**src/shared/plcr_pkg.sv**
```systemverilog
// Summary of operation
// - link status bits 15, 14, 13, 11 and 10 have no function and read zero.
// - link status bit 12, slot clock configuration, always reads one.
// - link status bits 9:4, negotiated width, read the constant 000001b.
// - link status bits 3:0 carry the negotiated speed from the link logic.
// - link status reads 101xh after reset, low bits following the speed.
// - device capabilities 2 bit 4 reads one: timeout disable is supported.
// - device capabilities 2 bits 3:0 read 0000b and bits 31:5 read zero.
// - device control 2 bit 4 is read/write and bits 3:0 read 0000b.
// - writable link control 2 fields survive link resets, cleared by global.
// - link control 2 bit 6 reads zero and ignores writes.
// - link control 2 bit 5 reads zero since autonomous speed is absent.
// - link status 2 is read-only, bit 0 the emphasis level, rest zero.
package plcr_pkg;
    // configuration byte offsets
    localparam logic [7:0] PLCR_OFF_LINK_STATE = 8'h82;
    localparam logic [7:0] PLCR_OFF_DEV_CAPS2 = 8'h94;
    localparam logic [7:0] PLCR_OFF_DEV_CTRL2 = 8'h98;
    localparam logic [7:0] PLCR_OFF_LINK_CTRL2 = 8'hA0;
    localparam logic [7:0] PLCR_OFF_LINK_STATE2 = 8'hA2;

    // speed encodings
    localparam logic [3:0] PLCR_SPEED_2G5 = 4'h1;
    localparam logic [3:0] PLCR_SPEED_5G = 4'h2;

    // link status fixed parts
    localparam logic [15:0] PLCR_LINK_STATE_FIXED = 16'h1010;
    localparam logic [5:0] PLCR_NEG_WIDTH_X1 = 6'h01;
    localparam int PLCR_SLOT_CLK_BIT = 12;

    // device capabilities 2
    localparam logic [31:0] PLCR_DEV_CAPS2_VAL = 32'h00000010;
    localparam logic [3:0] PLCR_TIMEOUT_RANGES = 4'h0;

    // device control 2
    localparam logic [15:0] PLCR_DEV_CTRL2_FIXED = 16'h0800;
    localparam logic [3:0] PLCR_TIMEOUT_VALUE = 4'h0;
    localparam int PLCR_TO_DIS_BIT = 4;
    localparam logic PLCR_TO_DIS_RST = 1'h0;

    // link control 2 field positions and writable mask
    localparam int PLCR_LC2_COMP_EMPH = 12;
    localparam int PLCR_LC2_COMP_SOS = 11;
    localparam int PLCR_LC2_MOD_COMP = 10;
    localparam int PLCR_LC2_MARGIN_HI = 9;
    localparam int PLCR_LC2_MARGIN_LO = 7;
    localparam int PLCR_LC2_SEL_EMPH = 6;
    localparam int PLCR_LC2_AUTO_OFF = 5;
    localparam int PLCR_LC2_COMP_ENTRY = 4;
    localparam logic [15:0] PLCR_LC2_WMASK = 16'h1F9F;
    localparam logic [15:0] PLCR_LC2_RST = 16'h0000;

    localparam logic [31:0] PLCR_UNMAPPED = 32'h00000000;
endpackage

```
**src/logic/plcr_sync2.sv**
```systemverilog
`timescale 1ns/1ps
module plcr_sync2 #(
    parameter int W = 1,
    parameter logic [W-1:0] RST = '0
) (
    // clock and reset
    input wire logic mclk,
    input wire logic resetn,
    // level crossing
    input wire logic [W-1:0] async_in,
    output logic [W-1:0] sync_out
);
    logic [W-1:0] meta_reg;
    logic [W-1:0] meta_next;
    logic [W-1:0] hold_reg;
    logic [W-1:0] hold_next;

    always_comb begin
        meta_next = async_in;
        hold_next = meta_reg;
    end

    always_ff @(posedge mclk or negedge resetn) begin
        if (!resetn) begin
            meta_reg <= RST;
            hold_reg <= RST;
        end else begin
            meta_reg <= meta_next;
            hold_reg <= hold_next;
        end
    end

    assign sync_out = hold_reg;
endmodule

```
**src/logic/plcr_regs.sv**
```systemverilog
`timescale 1ns/1ps
module plcr_regs
    import plcr_pkg::*;
(
    // clock and global or power-on reset
    input wire logic mclk,
    input wire logic resetn,
    // ordinary link reset pin, active low
    input wire logic link_reset_n,
    // configuration access, dword aligned
    input wire logic [7:0] cfg_addr,
    input wire logic cfg_rd,
    input wire logic cfg_wr,
    input wire logic [3:0] cfg_be,
    input wire logic [31:0] cfg_wdata,
    output logic [31:0] cfg_rdata,
    output logic cfg_rvalid,
    // status from the link logic
    input wire logic [3:0] current_speed,
    input wire logic emphasis_level_now,
    // controls toward the link logic
    output logic timeout_disable,
    output logic compliance_emphasis,
    output logic compliance_skip_ordered_set,
    output logic modified_compliance_entry,
    output logic [2:0] transmit_margin,
    output logic compliance_entry,
    output logic [3:0] target_speed
);
    logic [3:0] speed_sync;
    logic emph_sync;
    logic link_rst_sync_n;

    plcr_sync2 #(.W(4), .RST(PLCR_SPEED_2G5)) u_speed_sync (
        .mclk(mclk),
        .resetn(resetn),
        .async_in(current_speed),
        .sync_out(speed_sync)
    );

    plcr_sync2 #(.W(1), .RST(1'h0)) u_emph_sync (
        .mclk(mclk),
        .resetn(resetn),
        .async_in(emphasis_level_now),
        .sync_out(emph_sync)
    );

    plcr_sync2 #(.W(1), .RST(1'h1)) u_lrst_sync (
        .mclk(mclk),
        .resetn(resetn),
        .async_in(link_reset_n),
        .sync_out(link_rst_sync_n)
    );

    function automatic logic [5:0] dword_of(input logic [7:0] a);
        dword_of = a[7:2];
    endfunction

    // live status, sampled once more so reads see a stable copy
    logic [3:0] speed_reg;
    logic [3:0] speed_next;
    logic emph_reg;
    logic emph_next;

    always_comb begin
        speed_next = speed_sync;
        emph_next = emph_sync;
    end

    always_ff @(posedge mclk or negedge resetn) begin
        if (!resetn) begin
            speed_reg <= PLCR_SPEED_2G5;
            emph_reg <= 1'h0;
        end else begin
            speed_reg <= speed_next;
            emph_reg <= emph_next;
        end
    end

    // read images
    logic [15:0] link_state_report;
    logic [31:0] device_caps_second;
    logic [15:0] device_control_second;
    logic [15:0] link_control_second;
    logic [15:0] link_state_report_second;

    // writable storage
    logic to_dis_reg;
    logic to_dis_next;
    logic [15:0] lc2_reg;
    logic [15:0] lc2_next;

    always_comb begin
        link_state_report = PLCR_LINK_STATE_FIXED;
        link_state_report[PLCR_SLOT_CLK_BIT] = 1'h1;
        link_state_report[9:4] = PLCR_NEG_WIDTH_X1;
        link_state_report[3:0] = speed_reg;
        device_caps_second = PLCR_DEV_CAPS2_VAL;
        device_caps_second[3:0] = PLCR_TIMEOUT_RANGES;
        device_control_second = PLCR_DEV_CTRL2_FIXED;
        device_control_second[3:0] = PLCR_TIMEOUT_VALUE;
        device_control_second[PLCR_TO_DIS_BIT] = to_dis_reg;
        link_control_second = lc2_reg & PLCR_LC2_WMASK;
        link_state_report_second = {15'h0000, emph_reg};
    end

    logic wr_devctl;
    logic wr_lc2;

    always_comb begin
        wr_devctl = cfg_wr &&
                    dword_of(cfg_addr) == dword_of(PLCR_OFF_DEV_CTRL2);
        wr_lc2 = cfg_wr && dword_of(cfg_addr) == dword_of(PLCR_OFF_LINK_CTRL2);
        to_dis_next = to_dis_reg;
        if (!link_rst_sync_n) begin
            to_dis_next = PLCR_TO_DIS_RST;
        end else if (wr_devctl && cfg_be[0]) begin
            to_dis_next = cfg_wdata[PLCR_TO_DIS_BIT];
        end
        // link reset deliberately left out: these fields are sticky
        lc2_next = lc2_reg;
        if (wr_lc2 && cfg_be[0]) begin
            lc2_next[7:0] = cfg_wdata[7:0] & PLCR_LC2_WMASK[7:0];
        end
        if (wr_lc2 && cfg_be[1]) begin
            lc2_next[15:8] = cfg_wdata[15:8] & PLCR_LC2_WMASK[15:8];
        end
    end

    always_ff @(posedge mclk or negedge resetn) begin
        if (!resetn) begin
            to_dis_reg <= PLCR_TO_DIS_RST;
            lc2_reg <= PLCR_LC2_RST;
        end else begin
            to_dis_reg <= to_dis_next;
            lc2_reg <= lc2_next;
        end
    end

    // read path: one cycle answer
    logic [31:0] rdata_reg;
    logic [31:0] rdata_next;
    logic rvalid_reg;
    logic rvalid_next;

    always_comb begin
        rvalid_next = cfg_rd;
        rdata_next = PLCR_UNMAPPED;
        if (cfg_rd) begin
            case (dword_of(cfg_addr))
                dword_of(PLCR_OFF_LINK_STATE): begin
                    rdata_next = {link_state_report, 16'h0000};
                end
                dword_of(PLCR_OFF_DEV_CAPS2): begin
                    rdata_next = device_caps_second;
                end
                dword_of(PLCR_OFF_DEV_CTRL2): begin
                    rdata_next = {16'h0000, device_control_second};
                end
                dword_of(PLCR_OFF_LINK_CTRL2): begin
                    rdata_next = {link_state_report_second,
                                  link_control_second};
                end
                default: begin
                    rdata_next = PLCR_UNMAPPED;
                end
            endcase
        end
    end

    // outputs toward the link logic
    logic [11:0] ctl_reg;
    logic [11:0] ctl_next;

    always_comb begin
        ctl_next = {to_dis_next,
                    lc2_next[PLCR_LC2_COMP_EMPH],
                    lc2_next[PLCR_LC2_COMP_SOS],
                    lc2_next[PLCR_LC2_MOD_COMP],
                    lc2_next[PLCR_LC2_MARGIN_HI:PLCR_LC2_MARGIN_LO],
                    lc2_next[PLCR_LC2_COMP_ENTRY],
                    lc2_next[3:0]};
    end

    always_ff @(posedge mclk or negedge resetn) begin
        if (!resetn) begin
            rdata_reg <= PLCR_UNMAPPED;
            rvalid_reg <= 1'h0;
            ctl_reg <= 12'h000;
        end else begin
            rdata_reg <= rdata_next;
            rvalid_reg <= rvalid_next;
            ctl_reg <= ctl_next;
        end
    end

    assign cfg_rdata = rdata_reg;
    assign cfg_rvalid = rvalid_reg;
    assign timeout_disable = ctl_reg[11];
    assign compliance_emphasis = ctl_reg[10];
    assign compliance_skip_ordered_set = ctl_reg[9];
    assign modified_compliance_entry = ctl_reg[8];
    assign transmit_margin = ctl_reg[7:5];
    assign compliance_entry = ctl_reg[4];
    assign target_speed = ctl_reg[3:0];
endmodule

```
**config.mk**
```make
export PLATFORM = sky130hd
export DESIGN_NAME = plcr_regs
export DESIGN_NICKNAME = d
export VERILOG_FILES = /design/src/shared/plcr_pkg.sv /design/src/logic/plcr_sync2.sv /design/src/logic/plcr_regs.sv
export SDC_FILE = /design/constraint.sdc
export NUM_CORES = 1
export LEC_CHECK = 0
export BUFFER_PORTS_ARGS = -buffer_cell sky130_fd_sc_hd__buf_2
export CAP_MARGIN = 5
export CORE_ASPECT_RATIO = 0.9
export CORE_UTILIZATION = 35
export DETAILED_ROUTE_END_ITERATION = 10
export PLACE_DENSITY = 0.66
export SYNTH_ARGS = -nofsm -noshare
export SYNTH_HDL_FRONTEND = slang
export SYNTH_HIERARCHICAL = 1
export SYNTH_SLANG_ARGS = --single-unit
```
**constraint.sdc**
```tcl
create_clock -name mclk -period 3 [get_ports mclk]
set_clock_uncertainty 0.2 [all_clocks]
set_input_delay 0.3 -clock mclk [delete_from_list [all_inputs] [get_ports mclk]]
set_output_delay 0.3 -clock mclk [all_outputs]
set_load 0.05 [all_outputs]
```
==> results of run 1 <==
==> metal layers <==
metal  vias up  GRT usage
li1        491          -
met2        48      0.215
met3         4     0.0513
met5         -          0
met4         0     0.0577
met1       487      0.139
==> synth_stat cells, types with 2 or more instances <==
cell / n / area share
dfrtp_1: 41 / 0.59
buf_4: 16 / 0.069
and2_1: 13 / 0.047
mux2_2: 6 / 0.039
dfstp_2: 5 / 0.076
mux2_4: 5 / 0.043
nand3_1: 4 / 0.012
buf_2: 2 / 0.0058
mux2i_1: 2 / 0.012
nand2_1: 2 / 0.0043
nor2_1: 2 / 0.0043
nor2b_1: 2 / 0.0072
nor3b_4: 2 / 0.022
==> worst max-delay path: cells and delay by family <==
kind	cells	cell delay, ps
buf+inv	1	140
mux	1	330
simple gates	2	810
==> report_power, final <==
group / switching, W / internal [W] / leakage (nW)
Combinational: 0.000127 / 0.0000474 / 0.532
Clock: 0.000199 / 0.000333 / 0.0683
Sequential: 0.0000118 / 0.000647 / 0.591
==> cell type report <==
class | count | area share
clock buffers | 5 | 0.0309
clock inverters | 3 | 0.0309
multi-input cells | 66 | 0.217
flip-flops and latches | 46 | 0.520
well taps | 62 | 0.0349
repair buffers | 66 | 0.166
==> how the worst max path moves through the flow <==
stage	depth (start not counted)	to	slack, ps
2_1_floorplan	5	ctl_reg[10]	1350
3_3_place_gp	4	ctl_reg[6]	1080
3_5_place_dp	4	ctl_reg[8]	1090
4_1_cts	4	ctl_reg[8]	1390
5_1_grt	2	cfg_rdata[2]	1300
6_report	4	ctl_reg[6]	1390
==> per-stage QoR <==
| step | instance area, um^2 | hold WS [ps] | setup slack, ps | cells | power (W) |
|---|---|---|---|---|---|
| floorplan | 1780 | -196 | 1350 | 131 | 0.000800 |
| global placement | 2010 | 134 | 1080 | 232 | 0.000835 |
| detailed placement | 2010 | 135 | 1090 | 232 | 0.000839 |
| CTS | 2230 | 25.8 | 1390 | 248 | 0.00138 |
| global route | 2230 | 18.7 | 1300 | 248 | 0.00143 |
| finish | 2230 | 38.5 | 1390 | 248 | 0.00137 |
==> cell families after synthesis <==
group                     after synthesis
DFF                                    46
and+or+nand+nor                        33
buffers and inverters                  19
muxes                                  13
AOI/OAI and AO/OA                       4
xor gates and xnor gates                1
other                                   1
==> what timing repair did <==
action | in CTS | in global routing
endpoints found under the hold margin | 48 | 0
buffers inserted | 0 | 0
hold buffers | 8 | 0
==> metrics.md, run 1 <==
| Metric | Value |
|---|---|
| P_leak | `1.19 nW` |
| Worst Hold Launch | `cfg_wdata[12]` |
| Most frequent cells in the layout | `58 x buf_2, 41 x dfrtp_1, 15 x conb_1` |
| M1 WL | `1.22 mm` |
| Slew Viols, Final | `0` |
| Slew HR | `0.345` |
| Post-route core utilization | `0.483` |
| Mux cell area share after synthesis | `0.0941` |
| Die Y | `68.7 um` |
| Number of diodes | `0` |
| Reg clk slew, reported paths | `80 ps` |
| # DRC | `0` |
| Worst setup EP type | `register` |
| CTS resizes | `0` |
| Critical Path Fanout Max | `9` |
| Total grt overflow | `0` |
| Worst Path Arrival | `1580 ps` |
| Antenna violations before repair | `0` |
| CP Class | `input port to register` |
| Final hold violation count | `0` |
| Rows | `23` |
| Synth Instances | `117` |
| Peak supply drop | `340 uV` |
| Die footprint | `5230 um^2` |
| CTS root buf | `clkbuf_8` |
| Routed Wire Length | `2.95 mm` |
| Core ar. | `4600 um^2` |
| Min Clock Period, post-route | `1610 ps` |
| Via density | `4.15` |
| Initial drt markers | `33` |
| Worst-margin pin slew | `982 ps` |
| Main combinational cell family by area after synthesis | `simple AND/OR/NAND/NOR gates` |
| CP required | `2980 ps` |
| Largest register FFs | `16` |
| H-tree levels | `2` |
| Hpwl dp | `2.11 mm` |
| Reg2Reg Setup Slack | `1850 ps` |
| Die Wd | `76.1 um` |
| Clock Path Buffers | `2` |
| CTS tree | `built` |
| FILL cells | `439` |
| Simple-gate share of the synthesized area | `0.133` |
| Fraction of registers with async set/reset | `1.00` |
| Clk_lat worst skew | `290 ps` |
| Worst setup startpoint | `cfg_addr[2]` |
| Layout cells sized above 1 | `0.462` |
| Max Cap Violations | `0` |
| Global-route wire length before repair | `4.76 mm` |
| RSZ-0062 raised after global routing | `false` |
| Predominant post-synthesis flop cell | `dfrtp_1` |
| Min-Delay Path Depth | `2` |
| Post-synth EDFFs | `0` |
| RD Place Congestion | `0.670` |
| Worst hold path type | `input port to register` |
| Commonest non-fill, non-tap cell in the layout | `buf_2` |
| PortBufs | `58` |
| WL met3 | `197 um` |
| Count of final setup violators | `0` |
| Max Used Layer | `met4` |
| #FFs+latches synth | `46` |
| Critical path's largest stage delay | `450 ps` |
| Sequential share of the synthesized area | `0.669` |
| Distinct cells, synth | `28` |
| Initial Util | `0.376` |
| Adder-Cell Fraction of Synth Area | `0` |
| Synth Area in XOR/XNOR | `0.00507` |
| Area grow syn2layout | `28.7%` |
| Crit share post-route | `0.536` |
| Mapped Area | `1730 um^2` |
| Pre-antenna DRT Iters | `3` |
| Status | `finished, final reports clean` |
| Reg2Reg Capture Point | `cfg_rdata[4]` |
| Startpoint Class | `input port` |
| I/O pins | `99` |
| Fmax | `622 MHz` |
| Slowest-stage cell, CP | `and4_1` |
| Yosys warns | `6` |
| Setup TNS | `0 ps` |
| Nets | `239` |
| Final ANT Viol Nets | `0` |
| Routed WL per cell | `11.9 um` |
| WL met2 | `1.50 mm` |
| Pin count of the biggest net entering global routing | `47` |
| Footprint of the multi-input gates | `483 um^2` |
| Vias | `1030` |
| Synthesized area per cell | `14.8 um^2` |
| Synth Area in Compound Gates | `0.0145` |
| Pwr per Cell Area | `614 nW/um^2` |
| CTS Buf Count | `5` |
| RR Startpoint | `ctl_reg[11]` |
| FF/Latch Area | `1160 um^2` |
| R2R depth | `3` |
| Crit-path cells | `buf_2 -> nor3b_4 -> and4_1 -> mux2_4` |
| Vias in the first global route | `1046` |
| Min-Delay Endpoint | `ctl_reg[10]` |
| Total Routing Usage GR | `0.125` |
| Sink Count | `46` |
Note: power is estimated with default switching activity, not from simulation.
==> run 2, diff against run 1 <==
- clock period: 3 -> 1.55 ns (I/O delays scaled with it)
==> metrics.md, run 2 (synthesis gave the netlist of run 1 again) <==
| Metric | Value |
|---|---|
| Number of diodes | `0` |
| Reg clk slew, reported paths | `90 ps` |
| Count of final setup violators | `0` |
| Post-route core utilization | `0.522` |
| Final ANT Viol Nets | `0` |
| CP required | `1190 ps` |
| H-tree levels | `2` |
| CTS resizes | `0` |
| Worst path depth | `1` |
| Largest register FFs | `16` |
| Pwr per Cell Area | `1050 nW/um^2` |
| Vias in the first global route | `1082` |
| Die Y | `68.7 um` |
| Via density | `4.11` |
| Slowest-stage cell, CP | `dfrtp_1` |
| CP top delay family | `flip-flops` |
| Max Cap Violations | `0` |
| Clk_lat worst skew | `290 ps` |
| Sink Count | `46` |
| Total grt overflow | `0` |
| CTS Buf Count | `5` |
| Worst setup EP type | `output pin` |
| Reg2Reg Setup Slack | `390 ps` |
| Clock Path Buffers | `2` |
| Vias | `1106` |
| Layout cells sized above 1 | `0.454` |
| Hold Buf Count CTS | `21` |
| Worst Setup EP | `compliance_skip_ordered_set` |
| Commonest non-fill, non-tap cell in the layout | `buf_2` |
| Post-CTS Setup Inserts | `0` |
| Pin count of the biggest net entering global routing | `21` |
| RR Startpoint | `ctl_reg[11]` |
| Fmax | `758 MHz` |
| CTS tree | `built` |
| Core ar. | `4600 um^2` |
| P_leak | `1.27 nW` |
| Worst Path Arrival | `960 ps` |
| Worst setup startpoint | `ctl_reg[9]` |
| RD Place Congestion | `0.683` |
| Slew Viols, Final | `0` |
| R2R depth | `3` |
| Nets | `260` |
| Critical path's largest stage delay | `390 ps` |
| I/O pins | `99` |
| Global-route wire length before repair | `4.94 mm` |
| Routed WL per cell | `11.8 um` |
| Rows | `23` |
| Peak supply drop | `747 uV` |
| Initial Util | `0.376` |
| Min Clock Period, post-route | `1320 ps` |
| CP Class | `register to output pin` |
| Antenna violations before repair | `0` |
| Critical Path Fanout Max | `3` |
| Final hold violation count | `0` |
| Most frequent cells in the layout | `58 x buf_2, 41 x dfrtp_1, 21 x dlygate4sd3_1` |
| Initial drt markers | `32` |
| Crit-path cells | `buf_2` |
| Pre-antenna DRT Iters | `2` |
| Die footprint | `5230 um^2` |
| Worst hold path type | `input port to register` |
| Crit share post-route | `0.851` |
| PortBufs | `58` |
| Hpwl dp | `2.14 mm` |
| Buf/Inv on CP | `1` |
| Die Wd | `76.1 um` |
| Routed Wire Length | `3.19 mm` |
| Setup TNS | `0 ps` |
| RSZ-0062 raised after global routing | `false` |
| CTS root buf | `clkbuf_8` |
| Area grow syn2layout | `39.1%` |
| Status | `finished, final reports clean` |
| Startpoint Class | `register` |
| Reg2Reg Capture Point | `cfg_rdata[4]` |
| Total Routing Usage GR | `0.130` |
| # DRC | `0` |
-- run 2: worst min-delay path by stage --
stage                     cells past startpoint   startpoint  slack, ps             to
final                                         4  cfg_addr[4]          9  cfg_rdata[16]
after global routing                          4  cfg_addr[4]         40  cfg_rdata[16]
after CTS                                     4  cfg_addr[4]          9  cfg_rdata[16]
after detailed placement                      1       resetn        -90     ctl_reg[2]
after global placement                        1       resetn        -80     ctl_reg[0]
after floorplan                               0       resetn       -340   cfg_rdata[0]
-- run 2: area by class of cell --
type,instances,area (um^2)
clock buffers,5,68.8
fillers,400,2200
flip-flops and latches,46,1160
clock inverters,3,45.0
repair buffers,87,573
well taps,62,77.6
multi-input cells,66,483
-- run 2: power by group --
| part | total [W] | switching (W) | internal, W | leakage, nW |
|---|---|---|---|---|
| Sequential | 0.00127 | 0.0000225 | 0.00125 | 0.591 |
| Combinational | 0.000381 | 0.000254 | 0.000127 | 0.631 |
| Clock | 0.000879 | 0.000400 | 0.000479 | 0.0504 |
-- run 2: metal layers --
metal,track usage,vias up,part of all wire
met3,0.0566,8,0.073
met2,0.230,48,0.50
met4,0.0577,0,0.019
met1,0.140,516,0.41
met5,0,-,0
li1,-,534,-
-- run 2: through the flow --
stage	power [W]	setup WS (ps)	cell area (um^2)	std cells	hold slack, ps
floorplan	0.00155	48.1	1780	131	-341
global placement	0.00163	54.3	2080	240	-83.9
detailed placement	0.00164	46.2	2080	240	-89.4
CTS	0.00257	214	2400	269	8.62
global route	0.00264	188	2400	269	42.2
finish	0.00253	231	2400	269	9.50
==> run 3, diff against run 2 <==
- CORE_UTILIZATION: 35 -> 43
- PLACE_DENSITY: 0.66 -> 0.79
==> metrics.md, run 3 (synthesis gave the netlist of run 1 again) <==
| Metric | Value |
|---|---|
| Status | `finished, final reports clean` |
| GR peak layer | `met2` |
| Layout cells sized above 1 | `0.447` |
| Sink Count | `46` |
| Routed WL per cell | `13.3 um` |
| Post-CTS Setup Inserts | `0` |
| Vias | `1115` |
| Placed Area | `2050 um^2` |
| Commonest non-fill, non-tap cell in the layout | `buf_2` |
| Crit-path cells | `buf_2` |
| Clock Path Buffers | `2` |
| Count of final setup violators | `0` |
| Critical Path Fanout Max | `3` |
| Pin count of the biggest net entering global routing | `31` |
| Initial Util | `0.457` |
| # DRC | `0` |
| P_leak | `1.26 nW` |
| PortBufs | `58` |
| Vias in the first global route | `1218` |
| Slowest-stage cell, CP | `dfrtp_1` |
| Met1 global-route usage | `0.230` |
| Nets | `259` |
| Hpwl dp | `2.18 mm` |
| Peak supply drop | `898 uV` |
| Area grow syn2layout | `36.2%` |
| CTS root buf | `clkbuf_8` |
| Crit share post-route | `0.851` |
| CP top delay family | `flip-flops` |
| Via density | `4.42` |
| CTS tree | `built` |
| Most frequent cells in the layout | `58 x buf_2, 41 x dfrtp_1, 21 x dlygate4sd3_1` |
| Pre-antenna DRT Iters | `3` |
| I/O pins | `99` |
| Post-layout power | `0.00239 W` |
| Antenna violations before repair | `0` |
| Die Wd | `68.8 um` |
| RD Place Congestion | `0.795` |
| Global-route wire length before repair | `5.71 mm` |
| Slew Viols, Final | `0` |
| Min Hold Slack | `62.3 ps` |
| Final ANT Viol Nets | `0` |
| Pwr per Cell Area | `1010 nW/um^2` |
| Grt met2 use | `0.301` |
| Routed Wire Length | `3.35 mm` |
| CP Class | `register to output pin` |
| Buf/Inv on CP | `1` |
| Die Y | `62.2 um` |
| Grt met3 use | `0.0809` |
| Design area | `2350 um^2` |
| Max Cap Violations | `0` |
| CTS resizes | `0` |
| Startpoint Class | `register` |
| CTS Buf Count | `5` |
| Worst hold path type | `input port to register` |
| Min Clock Period, post-route | `1320 ps` |
| FILL cells | `303` |
| Rows | `21` |
| Total Routing Usage GR | `0.188` |
| CP required | `1190 ps` |
| Core ar. | `3780 um^2` |
| Fmax | `758 MHz` |
| Reg clk slew, reported paths | `80 ps` |
| Hold Buf Count CTS | `21` |
| Total grt overflow | `0` |
| Die footprint | `4280 um^2` |
| Number of diodes | `0` |
| H-tree levels | `2` |
| Worst setup EP type | `output pin` |
| Largest register FFs | `16` |
| Setup TNS | `0 ps` |
| RSZ-0062 raised after global routing | `false` |
| Initial drt markers | `14` |
| Worst Path Arrival | `960 ps` |
| Critical path's largest stage delay | `390 ps` |
| Post-route core utilization | `0.622` |
| Clk_lat worst skew | `300 ps` |
| Final hold violation count | `0` |
-- run 3: cell count changes in the layout (fill, tap and decap cells not counted) --
cell / previous run / this run
clkinv_2: 0 / 1
clkbuf_1: 0 / 1
clkinvlp_4: 2 / 0
buf_4: 7 / 6
clkbuf_8: 5 / 6
bufinv_16: 1 / 0
-- run 3: worst reg2reg max path, stage by stage, from the launching register on --
cell and delay [ps]:
dfrtp_1 400, and3b_2 210, o21ai_0 140, a211oi_1 90
-- run 3: power by group --
group / switching [W] / total (W) / internal [W]
clock: 0.000368 / 0.000728 / 0.000359
combinational: 0.000256 / 0.000384 / 0.000127
sequential: 0.0000248 / 0.00128 / 0.00125
total: 0.000650 / 0.00239 / 0.00174
-- run 3: path summary, 6_finish.rpt --
check,cells after the start,endpoint,slack [ps],startpoint
setup / recovery,1,target_speed[0],230,ctl_reg[0]
hold / removal,4,cfg_rdata[16],60,cfg_addr[5]
setup reg to reg,3,cfg_rdata[4],400,ctl_reg[11]
hold reg to reg,0,speed_reg[3],150,u_speed_sync/sync_out[3]
max in group asynchronous,3,u_lrst_sync/sync_out,470,resetn
min in group asynchronous,2,ctl_reg[2],130,resetn
-- run 3: per-stage QoR --
stage,instances,worst slack [ps]
3_3_place_gp,223,-4.11
3_5_place_dp,223,-26.5
4_1_cts,252,223
2_1_floorplan,131,48.1
5_1_grt,252,181
6_report,252,231
-- run 3: layer usage --
| metal | wire length, um | up-vias |
|---|---|---|
| li1 | - | 529 |
| met1 | 1300 | 539 |
| met2 | 1770 | 45 |
| met3 | 247 | 2 |
| met4 | 24 | 0 |
| met5 | 0 | - |
-- run 3: cell type report --
| class | instances | area, um^2 | share of cell area |
|---|---|---|---|
| Tap cell | 46 | 57.6 | 0.0244 |
| Sequential cell | 46 | 1160 | 0.491 |
| Clock inverter | 1 | 5.00 | 0.00213 |
| Timing Repair Buffer | 86 | 566 | 0.240 |
| Multi-Input combinational cell | 66 | 483 | 0.205 |
| Clock buffer | 7 | 86.3 | 0.0367 |
